<file path="src/hdl/ecf_pkg.sv">
package ecf_pkg;
    localparam int NUM_PHYS       = 4;
    localparam int PHY_W          = 2;
    localparam int ADDR_W         = 64;
    localparam int RATE_W         = 2;
    localparam int TBL_ENTRIES    = 4;
    localparam int TBL_IDX_W      = 2;
    localparam int RST_SYNC_LEN   = 2;
    localparam logic [ADDR_W-1:0] OWN_ADDR_RST = 64'h0000_0000_0000_0000;

    typedef enum logic [1:0]
    {
        ECF_ROUTE_DIRECT      = 2'h0,
        ECF_ROUTE_SUBTRACTIVE = 2'h1,
        ECF_ROUTE_TABLE       = 2'h2
    } ecf_route_t;

    typedef enum logic [1:0]
    {
        ECF_STAT_AVAIL   = 2'h0,
        ECF_STAT_PARTIAL = 2'h1,
        ECF_STAT_BLOCKED = 2'h2,
        ECF_STAT_CONN    = 2'h3
    } ecf_stat_t;

    typedef enum logic [2:0]
    {
        ECF_CNF_NONE      = 3'h0,
        ECF_CNF_NORMAL    = 3'h1,
        ECF_CNF_WAIT_PART = 3'h2,
        ECF_CNF_BLK_PART  = 3'h3,
        ECF_CNF_WAIT_CONN = 3'h4,
        ECF_CNF_ARB_WON   = 3'h5,
        ECF_CNF_ARB_LOST  = 3'h6,
        ECF_CNF_NO_DEST   = 3'h7
    } ecf_cnf_t;

    typedef enum logic [1:0]
    {
        ECF_ST_IDLE  = 2'h0,
        ECF_ST_ROUTE = 2'h1,
        ECF_ST_DECIDE = 2'h2
    } ecf_state_t;
endpackage

</file>
<file path="src/hdl/ecf_bcast_if.sv">
`timescale 1ns/1ps
`default_nettype none
interface ecf_bcast_if;
    logic [ecf_pkg::NUM_PHYS-1:0] req;
    logic [ecf_pkg::NUM_PHYS-1:0] port_grp [ecf_pkg::NUM_PHYS];
    logic                         cfg_done;
    logic [ecf_pkg::NUM_PHYS-1:0] tx;
    logic                         tx_change;
    modport mgr (output req, output port_grp, output cfg_done, input tx, input tx_change);
    modport proc (input req, input port_grp, input cfg_done, output tx, output tx_change);
endinterface
`default_nettype wire

</file>
<file path="src/hdl/ecf_broadcast_processor.sv">
`timescale 1ns/1ps
`default_nettype none
module ecf_broadcast_processor
(
    input  wire logic   mclk,    // device clock
    input  wire logic   rst_n,   // synchronised reset
    ecf_bcast_if.proc   bif      // broadcast requests and transmit requests
);
    localparam int N = ecf_pkg::NUM_PHYS;

    logic [N-1:0] next_tx;
    logic         cfg_q;
    logic [N-1:0] tx;
    logic         tx_change;

    // flood to all phys not sharing the source's port
    always_comb
    begin
        next_tx = '0;
        for (int s = 0; s < N; s++)
            if (bif.req[s])
                next_tx = next_tx | ~bif.port_grp[s];
    end

    assign bif.tx        = tx;
    assign bif.tx_change = tx_change;

    always_ff @(posedge mclk or negedge rst_n)
    begin
        if (!rst_n)
        begin
            tx        <= '0;
            tx_change <= 1'b0;
            cfg_q     <= 1'b0;
        end
        else
        begin
            tx        <= next_tx;
            cfg_q     <= bif.cfg_done;
            tx_change <= bif.cfg_done & ~cfg_q;
        end
    end
endmodule
`default_nettype wire

</file>
<file path="src/hdl/ecf_fabric.sv">
`timescale 1ns/1ps
`default_nettype none
module ecf_fabric
(
    input  wire logic                                   mclk,          // 200 MHz clock
    input  wire logic                                   reset_n,       // async reset, low
    input  wire logic [ecf_pkg::ADDR_W-1:0]             own_addr,      // expander address
    input  wire logic [ecf_pkg::NUM_PHYS*ecf_pkg::ADDR_W-1:0] attached_addr, // per phy
    input  wire logic [ecf_pkg::NUM_PHYS*2-1:0]         route_attr,    // per phy routing type
    input  wire logic [ecf_pkg::NUM_PHYS*ecf_pkg::RATE_W-1:0] phy_rate, // per phy max rate
    input  wire logic [ecf_pkg::NUM_PHYS-1:0]           path_req,      // request path pulse
    input  wire logic [ecf_pkg::NUM_PHYS*ecf_pkg::ADDR_W-1:0] req_dest, // request destination
    input  wire logic [ecf_pkg::NUM_PHYS*ecf_pkg::RATE_W-1:0] req_rate, // request rate
    input  wire logic [ecf_pkg::NUM_PHYS-1:0]           ppt_expired,   // partial timeout
    input  wire logic [ecf_pkg::NUM_PHYS*2-1:0]         phy_status,    // pathway status
    input  wire logic [ecf_pkg::NUM_PHYS-1:0]           conn_close,    // release pairing
    input  wire logic [ecf_pkg::NUM_PHYS-1:0]           bcast_req,     // broadcast from phy
    input  wire logic                                   cfg_done,      // self-config done
    input  wire logic                                   tbl_we,        // table write
    input  wire logic [ecf_pkg::TBL_IDX_W-1:0]          tbl_idx,       // table index
    input  wire logic [ecf_pkg::ADDR_W-1:0]             tbl_addr,      // table address
    input  wire logic [ecf_pkg::PHY_W-1:0]              tbl_phy,       // table phy
    output logic      [ecf_pkg::NUM_PHYS*3-1:0]         cnf,           // confirmation per phy
    output logic      [ecf_pkg::NUM_PHYS*ecf_pkg::PHY_W-1:0] pair_phy, // paired phy per phy
    output logic      [ecf_pkg::NUM_PHYS-1:0]           pair_valid,    // pairing active
    output logic      [ecf_pkg::NUM_PHYS-1:0]           bcast_tx,      // transmit broadcast
    output logic                                        bcast_change,  // transmit change
    output logic      [ecf_pkg::NUM_PHYS-1:0]           port_mismatch  // attribute mismatch
);
    localparam int N = ecf_pkg::NUM_PHYS;
    localparam int AW = ecf_pkg::ADDR_W;
    localparam int PW = ecf_pkg::PHY_W;
    localparam int RW = ecf_pkg::RATE_W;

    // ------------------------------------------------------------
    // reset release
    // ------------------------------------------------------------
    logic [ecf_pkg::RST_SYNC_LEN-1:0] rst_sync;
    logic                             rst_n;
    always_ff @(posedge mclk or negedge reset_n)
    begin
        if (!reset_n)
            rst_sync <= '0;
        else
            rst_sync <= {rst_sync[ecf_pkg::RST_SYNC_LEN-2:0], 1'b1};
    end
    assign rst_n = rst_sync[ecf_pkg::RST_SYNC_LEN-1];

    function automatic logic [AW-1:0] addr_of(input logic [N*AW-1:0] v, input int i);
        addr_of = v[i*AW +: AW];
    endfunction

    // ------------------------------------------------------------
    // port grouping
    // ------------------------------------------------------------
    logic [N-1:0] port_grp [N];
    logic [N-1:0] next_mismatch;
    always_comb
    begin
        next_mismatch = '0;
        for (int i = 0; i < N; i++)
        begin
            for (int j = 0; j < N; j++)
            begin
                port_grp[i][j] = (addr_of(attached_addr, i) == addr_of(attached_addr, j));
                if (port_grp[i][j] && route_attr[i*2 +: 2] != route_attr[j*2 +: 2])
                    next_mismatch[i] = 1'b1;
            end
        end
    end

    // ------------------------------------------------------------
    // routing table, one address and phy per entry
    // ------------------------------------------------------------
    logic [AW-1:0] tbl_a [ecf_pkg::TBL_ENTRIES];
    logic [PW-1:0] tbl_p [ecf_pkg::TBL_ENTRIES];
    logic [ecf_pkg::TBL_ENTRIES-1:0] tbl_v;
    always_ff @(posedge mclk or negedge rst_n)
    begin
        if (!rst_n)
            tbl_v <= '0;
        else if (tbl_we)
            tbl_v[tbl_idx] <= 1'b1;
    end
    always_ff @(posedge mclk)
    begin
        if (tbl_we)
        begin
            tbl_a[tbl_idx] <= tbl_addr;
            tbl_p[tbl_idx] <= tbl_phy;
        end
    end

    // ------------------------------------------------------------
    // request select and route lookup
    // ------------------------------------------------------------
    ecf_pkg::ecf_state_t state;
    logic [N-1:0]  pend;
    logic [PW-1:0] src;
    logic [AW-1:0] dst_addr;
    logic [RW-1:0] dst_rate;
    logic [N-1:0]  dest_set;
    logic          sel_any;
    logic [PW-1:0] sel_idx;
    logic [N-1:0]  busy;

    // round robin would be fairer; fixed priority keeps the arbiter small
    always_comb
    begin
        sel_any = 1'b0;
        sel_idx = '0;
        for (int i = N-1; i >= 0; i--)
            if (pend[i])
            begin
                sel_any = 1'b1;
                sel_idx = PW'(i);
            end
    end

    // direct match, then table, then subtractive phys
    always_comb
    begin
        dest_set = '0;
        for (int i = 0; i < N; i++)
            if (addr_of(attached_addr, i) == dst_addr
                && route_attr[i*2 +: 2] == 2'(ecf_pkg::ECF_ROUTE_DIRECT))
                dest_set = port_grp[i];
        if (dest_set == '0)
            for (int t = 0; t < ecf_pkg::TBL_ENTRIES; t++)
                if (tbl_v[t] && tbl_a[t] == dst_addr)
                    dest_set = port_grp[tbl_p[t]];
        if (dest_set == '0)
            for (int i = 0; i < N; i++)
                if (route_attr[i*2 +: 2] == 2'(ecf_pkg::ECF_ROUTE_SUBTRACTIVE))
                    dest_set[i] = 1'b1;
        // own address belongs to the internal management target, never an external phy
        if (dst_addr == own_addr)
            dest_set = '0;
        dest_set[src] = 1'b0;
    end

    // ------------------------------------------------------------
    // destination status summary
    // ------------------------------------------------------------
    logic          rate_ok;
    logic          all_blk;
    logic          all_part;
    logic          all_conn;
    logic          free_any;
    logic [PW-1:0] free_idx;
    always_comb
    begin
        rate_ok  = 1'b0;
        all_blk  = 1'b1;
        all_part = 1'b1;
        all_conn = 1'b1;
        free_any = 1'b0;
        free_idx = '0;
        for (int i = N-1; i >= 0; i--)
            if (dest_set[i])
            begin
                if (phy_rate[i*RW +: RW] >= dst_rate)
                    rate_ok = 1'b1;
                if (phy_status[i*2 +: 2] != 2'(ecf_pkg::ECF_STAT_BLOCKED))
                    all_blk = 1'b0;
                if (phy_status[i*2 +: 2] == 2'(ecf_pkg::ECF_STAT_AVAIL)
                    || phy_status[i*2 +: 2] == 2'(ecf_pkg::ECF_STAT_CONN))
                    all_part = 1'b0;
                if (phy_status[i*2 +: 2] == 2'(ecf_pkg::ECF_STAT_AVAIL))
                    all_conn = 1'b0;
                if (phy_status[i*2 +: 2] == 2'(ecf_pkg::ECF_STAT_AVAIL) && !busy[i]
                    && phy_rate[i*RW +: RW] >= dst_rate)
                begin
                    free_any = 1'b1;
                    free_idx = PW'(i);
                end
            end
    end

    // ------------------------------------------------------------
    // connection manager sequence
    // ------------------------------------------------------------
    logic [2:0]    cnf_r [N];
    logic [PW-1:0] pair_r [N];
    always_ff @(posedge mclk or negedge rst_n)
    begin
        if (!rst_n)
        begin
            state    <= ecf_pkg::ECF_ST_IDLE;
            pend     <= '0;
            src      <= '0;
            dst_addr <= '0;
            dst_rate <= '0;
            busy     <= '0;
            for (int i = 0; i < N; i++)
            begin
                cnf_r[i]  <= 3'(ecf_pkg::ECF_CNF_NONE);
                pair_r[i] <= '0;
            end
        end
        else
        begin
            for (int i = 0; i < N; i++)
            begin
                if (path_req[i])
                begin
                    pend[i]  <= 1'b1;
                    cnf_r[i] <= 3'(ecf_pkg::ECF_CNF_NORMAL);
                end
                if (ppt_expired[i] && pend[i])
                begin
                    pend[i]  <= 1'b0;
                    cnf_r[i] <= 3'(ecf_pkg::ECF_CNF_ARB_LOST);
                end
                if (conn_close[i] && busy[i])
                begin
                    busy[i]         <= 1'b0;
                    busy[pair_r[i]] <= 1'b0;
                end
            end
            case (state)
                ecf_pkg::ECF_ST_IDLE:
                    if (sel_any)
                    begin
                        src      <= sel_idx;
                        dst_addr <= addr_of(req_dest, int'(sel_idx));
                        dst_rate <= req_rate[sel_idx*RW +: RW];
                        state    <= ecf_pkg::ECF_ST_DECIDE;
                    end
                ecf_pkg::ECF_ST_DECIDE:
                begin
                    state <= ecf_pkg::ECF_ST_IDLE;
                    // an abandoned request gets no decision, so the lost code stands
                    if (ppt_expired[src] || !pend[src])
                        pend[src] <= 1'b0;
                    else if (dest_set == '0 || !rate_ok)
                    begin
                        pend[src]  <= 1'b0;
                        cnf_r[src] <= 3'(ecf_pkg::ECF_CNF_NO_DEST);
                    end
                    else if (free_any && !busy[src])
                    begin
                        pend[src]        <= 1'b0;
                        busy[src]        <= 1'b1;
                        busy[free_idx]   <= 1'b1;
                        pair_r[src]      <= free_idx;
                        pair_r[free_idx] <= src;
                        cnf_r[src]       <= 3'(ecf_pkg::ECF_CNF_ARB_WON);
                    end
                    else if (all_blk)
                        cnf_r[src] <= 3'(ecf_pkg::ECF_CNF_BLK_PART);
                    else if (all_part)
                        cnf_r[src] <= 3'(ecf_pkg::ECF_CNF_WAIT_PART);
                    else if (all_conn)
                        cnf_r[src] <= 3'(ecf_pkg::ECF_CNF_WAIT_CONN);
                    else
                        cnf_r[src] <= 3'(ecf_pkg::ECF_CNF_NORMAL);
                end
                default:
                    state <= ecf_pkg::ECF_ST_IDLE;
            endcase
        end
    end

    // ------------------------------------------------------------
    // outputs
    // ------------------------------------------------------------
    always_ff @(posedge mclk or negedge rst_n)
    begin
        if (!rst_n)
        begin
            cnf           <= '0;
            pair_phy      <= '0;
            pair_valid    <= '0;
            port_mismatch <= '0;
        end
        else
        begin
            for (int i = 0; i < N; i++)
            begin
                cnf[i*3 +: 3]       <= cnf_r[i];
                pair_phy[i*PW +: PW] <= pair_r[i];
            end
            pair_valid    <= busy;
            port_mismatch <= next_mismatch;
        end
    end

    // ------------------------------------------------------------
    // broadcast processor
    // ------------------------------------------------------------
    ecf_bcast_if bif ();
    assign bif.req      = bcast_req;
    assign bif.port_grp = port_grp;
    assign bif.cfg_done = cfg_done;

    ecf_broadcast_processor u_bcast
    (
        .mclk  (mclk),
        .rst_n (rst_n),
        .bif   (bif)
    );

    always_ff @(posedge mclk or negedge rst_n)
    begin
        if (!rst_n)
        begin
            bcast_tx     <= '0;
            bcast_change <= 1'b0;
        end
        else
        begin
            bcast_tx     <= bif.tx;
            bcast_change <= bif.tx_change;
        end
    end
endmodule
`default_nettype wire

</file>
<file path="config.mk">
export PLATFORM = sky130hd
export DESIGN_NAME = ecf_fabric
export DESIGN_NICKNAME = d
export VERILOG_FILES = /design/src/hdl/ecf_pkg.sv /design/src/hdl/ecf_bcast_if.sv /design/src/hdl/ecf_broadcast_processor.sv /design/src/hdl/ecf_fabric.sv
export SDC_FILE = /design/constraint.sdc
export NUM_CORES = 1
export LEC_CHECK = 0
export BUFFER_PORTS_ARGS = -buffer_cell sky130_fd_sc_hd__buf_2
export CAP_MARGIN = 30
export CORE_AREA = 8 8 280 282
export CTS_CLUSTER_SIZE = 14
export DETAILED_ROUTE_END_ITERATION = 8
export DIE_AREA = 0 0 288 290
export GPL_ROUTABILITY_DRIVEN = 1
export PLACE_DENSITY = 0.57
export SETUP_SLACK_MARGIN = 0.5
export SYNTH_ARGS = -nofsm -noshare
export SYNTH_HDL_FRONTEND = slang
export SYNTH_SLANG_ARGS = --single-unit
</file>
<file path="constraint.sdc">
create_clock -name mclk -period 5.8 [get_ports mclk]
set_input_delay 0.29 -clock mclk [delete_from_list [all_inputs] [get_ports mclk]]
set_output_delay 0.29 -clock mclk [all_outputs]
set_load 0.05 [all_outputs]
</file>
# After elaboration in Yosys (flattened, before gate mapping)
# Memories as Yosys holds them, arrays and structs flattened.
# Cells that the tools add are included.
[op_classes] add_sub_neg=0 eq_ne=47 multipliers=0 reduce_logical=73 n_lt_le_gt_ge=26 shift=2 n_div=0 n_mux=166 bitwise=47
[op_table] operator="== test 64 bit" count=21
[op_table] operator="variable part select 256 x 9 -> 64 bit" count=1
[op_table] operator="2-to-1 mux 4 bit" count=35
[op_table] operator="2-to-1 mux 12 bit" count=7
[op_table] operator="2-to-1 mux 1 bit" count=80
[op_table] operator="logical AND 1 bit" count=46
[op_table] operator="NOT 4 bit" count=11
[op_table] operator="bitwise OR 4 bit" count=9
[op_table] operator="binary-select mux 4 bit (select 2 bit)" count=4
[op_table] operator="2-to-1 mux 2 bit" count=16
[op_table] operator="bitwise AND 4 bit" count=7
[op_table] operator="2-to-1 mux 3 bit" count=9
[op_table] operator="bitwise AND 8 bit" count=3
[op_table] operator="!= test 2 bit" count=12
[op_table] operator="NOT 8 bit" count=3
[op_table] operator="less-than comparator 2 x 3 -> 1 bit, second input constant" count=7
[op_table] operator="greater-or-equal comparator 3 bit, second input constant" count=6
[op_table] operator="zero test 2 bit" count=9
[op_table] operator="NOT 2 -> 3 bit" count=6
[op_table] operator="bitwise mux 8 bit" count=2
[op_table] operator="bitwise OR 8 bit" count=2
[op_table] operator="demux 1 bit (select 2 bit)" count=7
[op_table] operator="greater-or-equal comparator 2 x 1 -> 1 bit, second input constant" count=7
[op_table] operator="zero test 4 bit" count=3
[op_table] operator="other kinds (17)" count=48
[totals] regBits=143 latch_bits=0 ram_bits=264 mem_count=2 mem_bits_ro=0
[mem_list] memory="tbl_a" words=4 width=64 read_ports=4 rd_clocked_by_memory_dff=0 wr=1 line="ecf_fabric.sv:75" source="logic [AW-1:0] tbl_a [ecf_pkg::TBL_ENTRIES];"
[mem_list] memory="tbl_p" words=4 width=2 read_ports=4 rd_clocked_by_memory_dff=0 wr=1 line="ecf_fabric.sv:76" source="logic [PW-1:0] tbl_p [ecf_pkg::TBL_ENTRIES];"

# Depth between registers and ports, before layout
# Gate-level depths: netlist of run 1.
[logic_depth] word_depth=31 mapped_depth=17

# Modules after synthesis
# From an unflattened synthesis of run 1, not the netlist that was laid out.
[unflattened] cells_unflattened=2496 area_unflattened_um2=27796.7
[modules_own_cells] mod="ecf_fabric" cells_per_inst=2472 area_per_inst_um2=27526.4 instances=1
[modules_own_cells] mod="ecf_broadcast_processor" cells_per_inst=24 area_per_inst_um2=270.3 instances=1

# Worst setup path after synthesis of run 1
# OpenSTA, ideal clock, no wires.
[synth_timing] path_kind="input -> register" startpoint="input tbl_idx[1] in the netlist's numbering" endpoint="register tbl_v[0] in the netlist's numbering" required_ps=5705 setup_slack_ps=0 setup_ps=95 t_arrival_ps=5705 stages=2 n_path_buf=0 path_cell_list="nor3b_1 -> or2_2"
[synth_between] elab_chain_cells=5 elab_cells_between_ends=6 classes_between="order compare (2); mux (2); bitwise (1); reduce/logical (1)"
[synth_lines] item="from (decl)" line="ecf_fabric.sv:20" source="input wire logic [ecf_pkg::TBL_IDX_W-1:0] tbl_idx,"
[synth_lines] item="less-than comparator 2 x 3 -> 1 bit (not written as such) or greater-or-equal comparator 2 x 1 -> 1 bit (tied branches)" line="ecf_fabric.sv:83" source="tbl_v[tbl_idx] <= 1'b1;"
[synth_lines] item="logical AND 1 bit (not written as such)" line="ecf_fabric.sv:83"
[synth_lines] item="2-to-1 mux 1 bit (not written as such)" line="ecf_fabric.sv:83"
[synth_lines] item="demux 1 bit (select 2 bit) (*)" line="ecf_fabric.sv:83"
[synth_lines] item="bitwise OR 4 bit (no line) (*)"
[synth_lines] item="to (signal assigned)" line="ecf_fabric.sv:81" source="tbl_v <= '0;"
[synth_lines] item="to (signal, indexed assignment)" line="ecf_fabric.sv:83"
[synth_lines] item="to (decl)" line="ecf_fabric.sv:77" source="logic [ecf_pkg::TBL_ENTRIES-1:0] tbl_v;"
# Every way passes the cells marked *; elsewhere a longest branch is shown, timed or not.
# A chain may end at the register's enable or synchronous reset.

# Worst setup path after layout of run 1
[layout_timing] startpoint="register dst_addr[50]" endpoint="register pair_r[6] in the netlist's numbering"
[layout_between] elab_chain_cells=28 elab_cells_between_ends=70 classes_between="order compare (2); eq/ne (9); mux (40); bitwise (3); reduce/logical (16)"
[layout_lines] item="from (decl)" line="ecf_fabric.sv:100" source="logic [AW-1:0] dst_addr;"
[layout_lines] item="from (signal assigned)" line="ecf_fabric.sv:226" source="dst_addr <= addr_of(req_dest, int'(sel_idx));"
[layout_lines] item="== test 64 bit" line="ecf_fabric.sv:125" source="if (addr_of(attached_addr, i) == dst_addr"
[layout_lines] item="logical AND 1 bit" line="ecf_fabric.sv:126" source="&& route_attr[i*2 +: 2] == 2'(ecf_pkg::ECF_ROUTE_DIRECT))"
[layout_lines] item="2-to-1 mux 4 bit (4 in a row)" line="ecf_fabric.sv:125"
[layout_lines] item="2-to-1 mux 4 bit (4 in a row)" line="ecf_fabric.sv:130" source="if (tbl_v[t] && tbl_a[t] == dst_addr)"
[layout_lines] item="2-to-1 mux 4 bit" line="ecf_fabric.sv:128" source="if (dest_set == '0)"
[layout_lines] item="zero test 4 bit or 2-to-1 mux 1 bit (tied branches)" line="ecf_fabric.sv:132, ecf_fabric.sv:134"
[layout_lines] item="2-to-1 mux 4 bit" line="ecf_fabric.sv:132" source="if (dest_set == '0)"
[layout_lines] item="2-to-1 mux 4 bit (*)" line="ecf_fabric.sv:137" source="if (dst_addr == own_addr)"
[layout_lines] item="(+6 left out)"
[layout_lines] item="2-to-1 mux 2 bit" line="ecf_fabric.sv:171" source="if (phy_status[i*2 +: 2] == 2'(ecf_pkg::ECF_STAT_AVAIL) && !busy[i]"
[layout_lines] item="2-to-1 mux 2 bit" line="ecf_fabric.sv:160" source="if (dest_set[i])"
[layout_lines] item="NOT 2 -> 3 bit (not written as such)" line="ecf_fabric.sv:247" source="pair_r[free_idx] <= src;"
[layout_lines] item="greater-or-equal comparator 3 bit (not written as such) or less-than comparator 3 x 1 -> 1 bit (tied branches)" line="ecf_fabric.sv:247"
[layout_lines] item="logical AND 1 bit (not written as such)" line="ecf_fabric.sv:247"
[layout_lines] item="2-to-1 mux 2 bit (not written as such)" line="ecf_fabric.sv:247"
[layout_lines] item="demux 2 bit (select 2 bit)" line="ecf_fabric.sv:247"
[layout_lines] item="bitwise mux 8 bit" line="ecf_fabric.sv:247"
[layout_lines] item="to (signal, indexed assignment)" line="ecf_fabric.sv:246" source="pair_r[src] <= free_idx;"
[layout_lines] item="to (signal, indexed assignment)" line="ecf_fabric.sv:247"
[layout_lines] item="to (decl)" line="ecf_fabric.sv:184" source="logic [PW-1:0] pair_r [N];"
# Marks and branches as above.

==> results of run 1 <==
==> logic make-up (layout without fill, tap and decap cells) <==
family / Yosys count / count (layout)
xor+xnor: 860 / 860
simple gates: 601 / 601
flops: 406 / 406
buf+inv: 381 / 1135
compound gates: 278 / 278
mux: 103 / 103
fa+ha+maj: 16 / 16
other cells: 1 / 18
==> synth_stat cells, drive strengths merged, types with 8 or more instances <==
| library cell | n | share of area, % |
|---|---|---|
| nor3 | 23 | 0.44 |
| mux4 | 66 | 5.3 |
| buf | 99 | 1.6 |
| dfrtp | 142 | 13 |
| xor2 | 166 | 5.1 |
| clkbuf | 182 | 2.4 |
| a2111oi | 11 | 0.47 |
| mux2i | 8 | 0.28 |
| nand3 | 24 | 0.43 |
| or2 | 8 | 0.18 |
| edfxtp | 264 | 28 |
| nand2b | 54 | 1.2 |
| o2bb2ai | 19 | 0.59 |
| a221oi | 11 | 0.40 |
| inv | 99 | 1.3 |
| nor2b | 27 | 0.60 |
| a21oi | 19 | 0.34 |
| ha | 16 | 0.71 |
| o22ai | 21 | 0.47 |
| mux2 | 29 | 1.2 |
| o21ai | 61 | 1.1 |
| nand3b | 9 | 0.24 |
| a222oi | 8 | 0.28 |
| nor4 | 92 | 2.0 |
| nor2 | 48 | 0.66 |
| nand2 | 86 | 1.1 |
| a21o | 13 | 0.35 |
| nand4 | 195 | 4.3 |
| xnor2 | 694 | 22 |
| o311ai | 9 | 0.28 |
| a31oi | 8 | 0.18 |
| a22oi | 10 | 0.27 |
| o2111ai | 23 | 0.76 |
==> area by class of cell <==
type	instances	area, µm²
Antenna cell	17	42.5
Clock inverter	30	394
Sequential cell	406	11500
Fill cell	6869	38000
Timing Repair Buffer	951	5670
Tap cell	969	1210
Multi-Input combinational cell	1859	15500
Inverter	100	375
Clock buffer	54	1180
==> metal layers <==
layer,up-vias,GRT usage (%)
li1,10800,-
met1,14100,56.2
met2,2328,66.6
met3,683,15.7
met4,10,33.4
met5,-,0
==> registers in the layout (all words and copies together), names as in the netlist, 4 cells and up <==
register        count
cnf_r              12
pair_valid          4
pair_r              8
pair_phy            8
pend                4
tbl_p               8
dst_addr           64
tbl_a             256
busy                4
bcast_tx            4
port_mismatch       4
cnf                12
u_bcast.bif.tx      4
tbl_v               4
==> path summary, 6_finish.rpt <==
kind                                         from             to  slack [ps]
worst max-delay path                 dst_addr[50]      pair_r[6]         520
worst min register to register  u_bcast.bif.tx[2]    bcast_tx[2]         350
min in group asynchronous             rst_sync[1]  u_bcast.cfg_q         410
max in group asynchronous             rst_sync[1]    dst_addr[5]        4060
worst max register to register       dst_addr[50]      pair_r[6]         520
worst min-delay path               ppt_expired[2]        pend[2]          30
==> repair_timing <==
action / CTS / global route
setup endpoints to repair: 28 / 28
hold buffers: 74 / 3
pin swaps: 0 / 3
resized for setup: 14 / 36
hold endpoints to repair: 241 / 7
setup buffers: 0 / 1
==> through the flow <==
step | hold slack (ps) | TNS, ps | total power [mW] | utilization (%) | instance area, µm²
floorplan | -5.59 | 0 | 8.52 | - | 28200
global placement | 77.0 | -94.0 | 12.3 | 44.8 | 33100
detailed placement | 78.0 | 0 | 12.4 | 44.9 | 33200
CTS | 2.94 | 0 | 15.5 | 48.1 | 35500
global route | 11.0 | 0 | 16.1 | 48.5 | 35800
finish | 25.1 | 0 | 15.9 | 48.6 | 35900
==> power by group through the flow <==
stage	combinational (mW)	sequential [mW]	clock (mW)
6_report	7.90	4.94	3.05
5_1_grt	8.06	4.93	3.16
4_1_cts	7.59	4.86	3.05
3_5_place_dp	7.47	4.90	0
3_3_place_gp	7.29	4.96	0
2_1_floorplan	4.57	3.95	0
==> tightest hold or removal path: cells and delay by family <==
family	cells	cell delay (ps)
AOI/OAI and AO/OA	1	70
and+or+nand+nor	1	130
buffers and inverters	1	110
==> flow_summary_export.csv, run 1 <==
group,metric,value,unit
run_status,status,"finished, final reports clean",
logic_synthesis,synth_ff_type,"edfxtp_1",
clock_tree,clk_transition_reported_paths,70,ps
die,core.rowCount,100,
sta,fin_crit_sh,91.0,%
global_route,via_count_of_the_first_global_routing_pass,27700,
routing,maxUsedRoutingLayer,"met5",
worst_setup_path,crit_path_max_incr_delay,720,ps
sta,timing.final.max_slew_violations,0,
sta,final-hold-violation-count,0,
die,die_height,290,µm
placement,post-place-cells,4204,
power_and_ir_drop,leakage_power,13.6,nW
routing,ant_nets,0,
die,die_width,288,µm
placement,hpwl,164,mm
routing,firstDrtPassIters,6,
sta,maxClockFrequency,189,MHz
power_and_ir_drop,p_switching,7.54,mW
worst_setup_path,setup.worst_path.end_class,"register",
global_route,global_route_wire_length_before_repair,258,mm
power_and_ir_drop,vdd_ir_drop_max,0.416,mV
worst_setup_path,crit_family,"compound AO/OA/AOI/OAI gates",
routing,route.met2.wl,83.6,mm
logic_synthesis,synth_simple_gate_area_share,12.2,%
logic_synthesis,ys.warnings.count,0,
logic_synthesis,synthesis.area,28200,µm²
clock_tree,cts.sink_count,406,
logic_synthesis,synth_edf_count,264,
die,io_pins,729,
global_route,grt_antenna_before_repair,24,
min_path,timing.hold.worst.class,"in2reg",
logic_synthesis,synth_top_family_by_area,"XOR/XNOR gates",
global_route,grtUsageTotal,45.9,%
routing,m1WireLength,74.4,mm
clock_tree,clock-root-buffer,"clkbuf_16",
routing,detail_route.wl_per_cell,45.5,µm
sta,final_worst_path_setup_slack,520,ps
worst_setup_path,number_of_cells_on_the_critical_path,16,
worst_setup_path,crit_fanout,10,
routing,drcViolationCount,0,
routing,routed-wl-met3,23.3,mm
final_layout,finalNonFillerCells,4386,
final_layout,area_delta_synth_final,27.0,%
power_and_ir_drop,powerDensity,443,nW/µm²
logic_synthesis,synth.lib_cells_used.distinct,82,
logic_synthesis,synth-async-reset-ratio,35.0,%
clock_tree,cts_tree,"built",
worst_setup_path,crit_path_top_delay_cell,"a2111oi_1",
placement,place_congestion,1.12,
power_and_ir_drop,combinationalPowerShare,49.7,%
worst_setup_path,timing.setup.critical_path_class,"reg2reg",
min_path,hold_depth,3,
placement,io_buffer_count,728,
power_and_ir_drop,p_seq_share,31.1,%
worst_setup_path,crit_arrival,5760,ps
global_route,global_route.overflow_total,0,
logic_synthesis,synthCells,2646,
worst_setup_path,start_kind,"register",
power_and_ir_drop,portion_of_total_power_attributed_to_the_clock_network,19.2,%
final_layout,most-common-layout-cells,"buf_2, xnor2_1, edfxtp_1, nand4_1, xor2_1",
sta,worst_clock_skew,52.2,ps
logic_synthesis,post_synth.cell_area_avg,10.7,µm²
die,core-area,73800,µm²
logic_synthesis,multiplexer_fraction_of_the_synthesized_cell_area,6.71,%
sta,timing.max_slew.rel_slack,29.0,%
logic_synthesis,ys_seq_elements,406,
final_layout,mostFrequentLayoutCell,"buf_2",
worst_setup_path,worst-endpoint-required,6280,ps
logic_synthesis,synth_xor_xnor_area_share,26.7,%
worst_setup_path,worst_path_cell_chain,"buf_16 > a2111oi_1 > nand4_1 > nor3_4 > and4_1 > nand2_1 > o311a_2 > buf_4 > nor3_2 > and4b_1 > a221oi_4 > o31ai_1 > o2111ai_2 > buf_4 > a21o_1 > mux2i_1",
global_route,grt_start_max_net_pins,68,
clock_tree,clkLatencyLatePin,620,ps
power_and_ir_drop,internal_cell_power,8.35,mW
sta,rsz0062_at_grt,"true",
clock_tree,cts_buffer_depth,3,
routing,route.final.wire_length,200,mm
clock_tree,htree_num_levels,2,
flow_run,maxCapViolations,0,
routing,vias_per_cell,6.37,
worst_setup_path,critPathMostFrequentCell,"buf_4",
sta,tightest_slew,1050,ps
worst_setup_path,worst-path-buf-inv,3,
logic_synthesis,post_synth_fa_ha_maj_area_fraction,0.709,%
logic_synthesis,syn-num-nets,3358,
routing,drt_first_iter_violations,3907,
sta,report.final.setup_viol,0,
clock_tree,cts_buffers,45,
power_and_ir_drop,switching_share,47.4,%
logic_synthesis,synth_compound_area_share,7.59,%
final_layout,final_layout_size_suffix_gt1_share,32.9,%
logic_synthesis,synth-seq-area-share,40.7,%
worst_setup_path,r2r.worst_path.cells,16,
placement,dp_slack,32.7,ps
die,die_area,83500,µm²
die,initial_utilization,38.2,%
final_layout,design.final.nets,4075,
sta,final_min_period,5280,ps
routing,route.vias.total,27900,
Power figures use the tool's default switching activity.
==> run 2, diff against run 1 <==
--- a/config.mk
+++ b/config.mk
@@ -7,12 +7,14 @@
 export LEC_CHECK = 0
 export BUFFER_PORTS_ARGS = -buffer_cell sky130_fd_sc_hd__buf_2
 export CAP_MARGIN = 30
-export CORE_AREA = 8 8 280 282
+export CELL_PAD_IN_SITES_DETAIL_PLACEMENT = 1
+export CELL_PAD_IN_SITES_GLOBAL_PLACEMENT = 1
+export CORE_AREA = 8 8 277 279
 export CTS_CLUSTER_SIZE = 14
 export DETAILED_ROUTE_END_ITERATION = 8
-export DIE_AREA = 0 0 288 290
+export DIE_AREA = 0 0 285 287
 export GPL_ROUTABILITY_DRIVEN = 1
-export PLACE_DENSITY = 0.57
+export PLACE_DENSITY = 0.73
 export SETUP_SLACK_MARGIN = 0.5
 export SYNTH_ARGS = -nofsm -noshare
 export SYNTH_HDL_FRONTEND = slang
==> run 2 against run 1 <==
Sequential power shrank 3%. Global-route usage grew 7.2 points. Largest cell class unchanged. Clock power grew 8.9%. Wire length grew 16%. Via count grew 10%. Critical endpoint is now cnf_r[9]. Worst hold slack gained 1.4 ps. Cell count grew 0.41%. Power grew 9.2%. Register-to-register slack lost 1400 ps. The flow now finishes with violations (capacitance limit, slew limit, setup timing).
==> flow_summary_export.csv, run 2 (synthesized netlist as in run 1, its figures left out) <==
group,metric,value,unit
worst_setup_path,crit_fanout,10,
global_route,global_route.overflow_total,0,
clock_tree,cts_buffers,45,
run_status,status,"complete, but fails checks",
routing,firstDrtPassIters,8,
sta,maxClockFrequency,150,MHz
sta,final_min_period,6670,ps
power_and_ir_drop,internal_cell_power,8.52,mW
worst_setup_path,timing.setup.critical_path_class,"reg2reg",
placement,dp_slack,175,ps
worst_setup_path,start_kind,"register",
sta,timing.max_slew.rel_slack,-62.2,%
routing,drcViolationCount,0,
die,die_width,285,µm
power_and_ir_drop,p_seq_share,27.6,%
routing,drt_first_iter_violations,4944,
sta,worst_clock_skew,48.3,ps
sta,final-hold-violation-count,0,
flow_run,maxCapViolations,1,
final_layout,most-common-layout-cells,"buf_2, xnor2_1, edfxtp_1, nand4_1, xor2_1",
die,die_height,287,µm
clock_tree,clkLatencyLatePin,630,ps
power_and_ir_drop,combinationalPowerShare,53.2,%
final_layout,postLayoutCoreUtil,50.0,%
placement,place_congestion,1.15,
power_and_ir_drop,switching_share,50.9,%
global_route,grt_start_max_net_pins,141,
sta,timing.final.max_slew_violations,2,
run_status,failed_checks,"capacitance limit, slew limit, setup timing",
die,die_area,81800,µm²
sta,report.final.setup_viol,28,
clock_tree,cts.sink_count,406,
routing,vias_per_cell,7.00,
die,io_pins,729,
final_layout,max_reg_flops,256,
final_layout,area_delta_synth_final,28.0,%
clock_tree,cts_buffer_depth,3,
power_and_ir_drop,vdd_ir_drop_max,0.355,mV
global_route,grtUsageTotal,53.1,%
routing,route.vias.total,30800,
power_and_ir_drop,p_switching,8.82,mW
power_and_ir_drop,portion_of_total_power_attributed_to_the_clock_network,19.1,%
clock_tree,cts_tree,"built",
routing,route.final.wire_length,232,mm
sta,rsz0062_at_grt,"true",
final_layout,mostFrequentLayoutCell,"buf_2",
routing,ant_nets,0,
final_layout,final_layout_size_suffix_gt1_share,33.7,%
die,core-area,72300,µm²
worst_setup_path,crit_arrival,7170,ps
min_path,hold_depth,1,
min_path,timing.hold.worst.class,"in2reg",
global_route,grt_antenna_before_repair,39,
placement,io_buffer_count,728,
worst_setup_path,setup.worst_path.end_class,"register",
sta,tightest_slew,2410,ps
placement,hpwl,173,mm
clock_tree,clk_transition_reported_paths,80,ps
die,core.rowCount,99,
placement,post-place-cells,4216,
sta,final_worst_path_setup_slack,-869,ps
power_and_ir_drop,leakage_power,13.7,nW
final_layout,design.final.nets,4099,
global_route,global_route_wire_length_before_repair,293,mm
worst_setup_path,r2r.worst_path.cells,18,
sta,fin_crit_sh,115,%
power_and_ir_drop,powerDensity,480,nW/µm²
final_layout,registers.top_by_ff_count,"tbl_a",
final_layout,finalNonFillerCells,4404,
worst_setup_path,worst-endpoint-required,6300,ps
final_layout,largest_registers,"tbl_a x256, dst_addr x64",
clock_tree,clock-root-buffer,"clkbuf_16",
die,initial_utilization,39.0,%
routing,detail_route.wl_per_cell,52.6,µm
global_route,via_count_of_the_first_global_routing_pass,30500,
clock_tree,htree_num_levels,2,
[run 2: power groups by stage]
stage          logic [mW]  registers, mW  clock network [mW]
5_1_grt              9.15           4.74                3.35
4_1_cts              8.24           4.63                3.14
6_report             9.23           4.79                3.32
3_3_place_gp         7.95           4.61                   0
3_5_place_dp         8.05           4.67                   0
2_1_floorplan        4.57           3.95                   0
[run 2: worst paths after layout]
| kind | from | end | slack (ps) |
|---|---|---|---|
| setup / recovery | dst_addr[57] | cnf_r[9] | -870 |
| hold / removal | tbl_addr[26] | tbl_a[1][26] | 30 |
| setup reg to reg | dst_addr[57] | cnf_r[9] | -870 |
| hold reg to reg | u_bcast.bif.tx[2] | bcast_tx[2] | 350 |
| max in group asynchronous | rst_sync[1] | dst_addr[55] | 4450 |
| min in group asynchronous | reset_n | rst_sync[1] | 90 |
[run 2: critical path, cell delays in order (launching register included)]
cell	delay, ps
dfrtp_1	400
buf_12	180
xor2_1	260
nor4_1	1950
nand3_1	410
nor4_2	460
and3_1	300
buf_4	190
nor3_1	60
a311oi_2	370
nor2_1	170
and4b_1	270
a221oi_4	250
buf_4	200
o2bb2ai_1	70
a311oi_1	330
buf_4	180
o2111ai_1	230
a21o_1	260
[run 2: final cells by class]
type | count | area (µm²)
clock inverters | 27 | 362
well taps | 959 | 1200
inverters | 100 | 387
fillers | 7896 | 36200
clock buffers | 56 | 1220
diodes | 22 | 55.1
multi-input cells | 1859 | 15600
flip-flops and latches | 406 | 11500
repair buffers | 975 | 5850
[run 2: metal layers]
metal	vias up	wire [µm]	GRT usage, %
met1	15300	78300	60.8
met3	1172	32900	21.7
li1	10900	-	-
met2	3461	94300	77.2
met4	18	26000	44.4
met5	-	121	0.238
[run 2: timing repair]
item,CTS,global route
setup endpoints to repair,28,28
hold endpoints to repair,240,0
gates resized for setup,11,55
pin swaps,1,8
setup buffers,1,4
gates cloned,0,0
hold buffers,71,0
[run 2: stage by stage]
| stage | hold WS, ps | setup TNS [ps] | instance area [µm²] | power (mW) |
|---|---|---|---|---|
| finish | 26.5 | -21300 | 36100 | 17.3 |
| global route | 15.5 | -22180 | 36100 | 17.2 |
| CTS | 2.31 | 0 | 35600 | 16.0 |
| detailed placement | 78.7 | 0 | 33300 | 12.7 |
| global placement | 75.2 | 0 | 33300 | 12.6 |
| floorplan | -5.59 | 0 | 28200 | 8.52 |
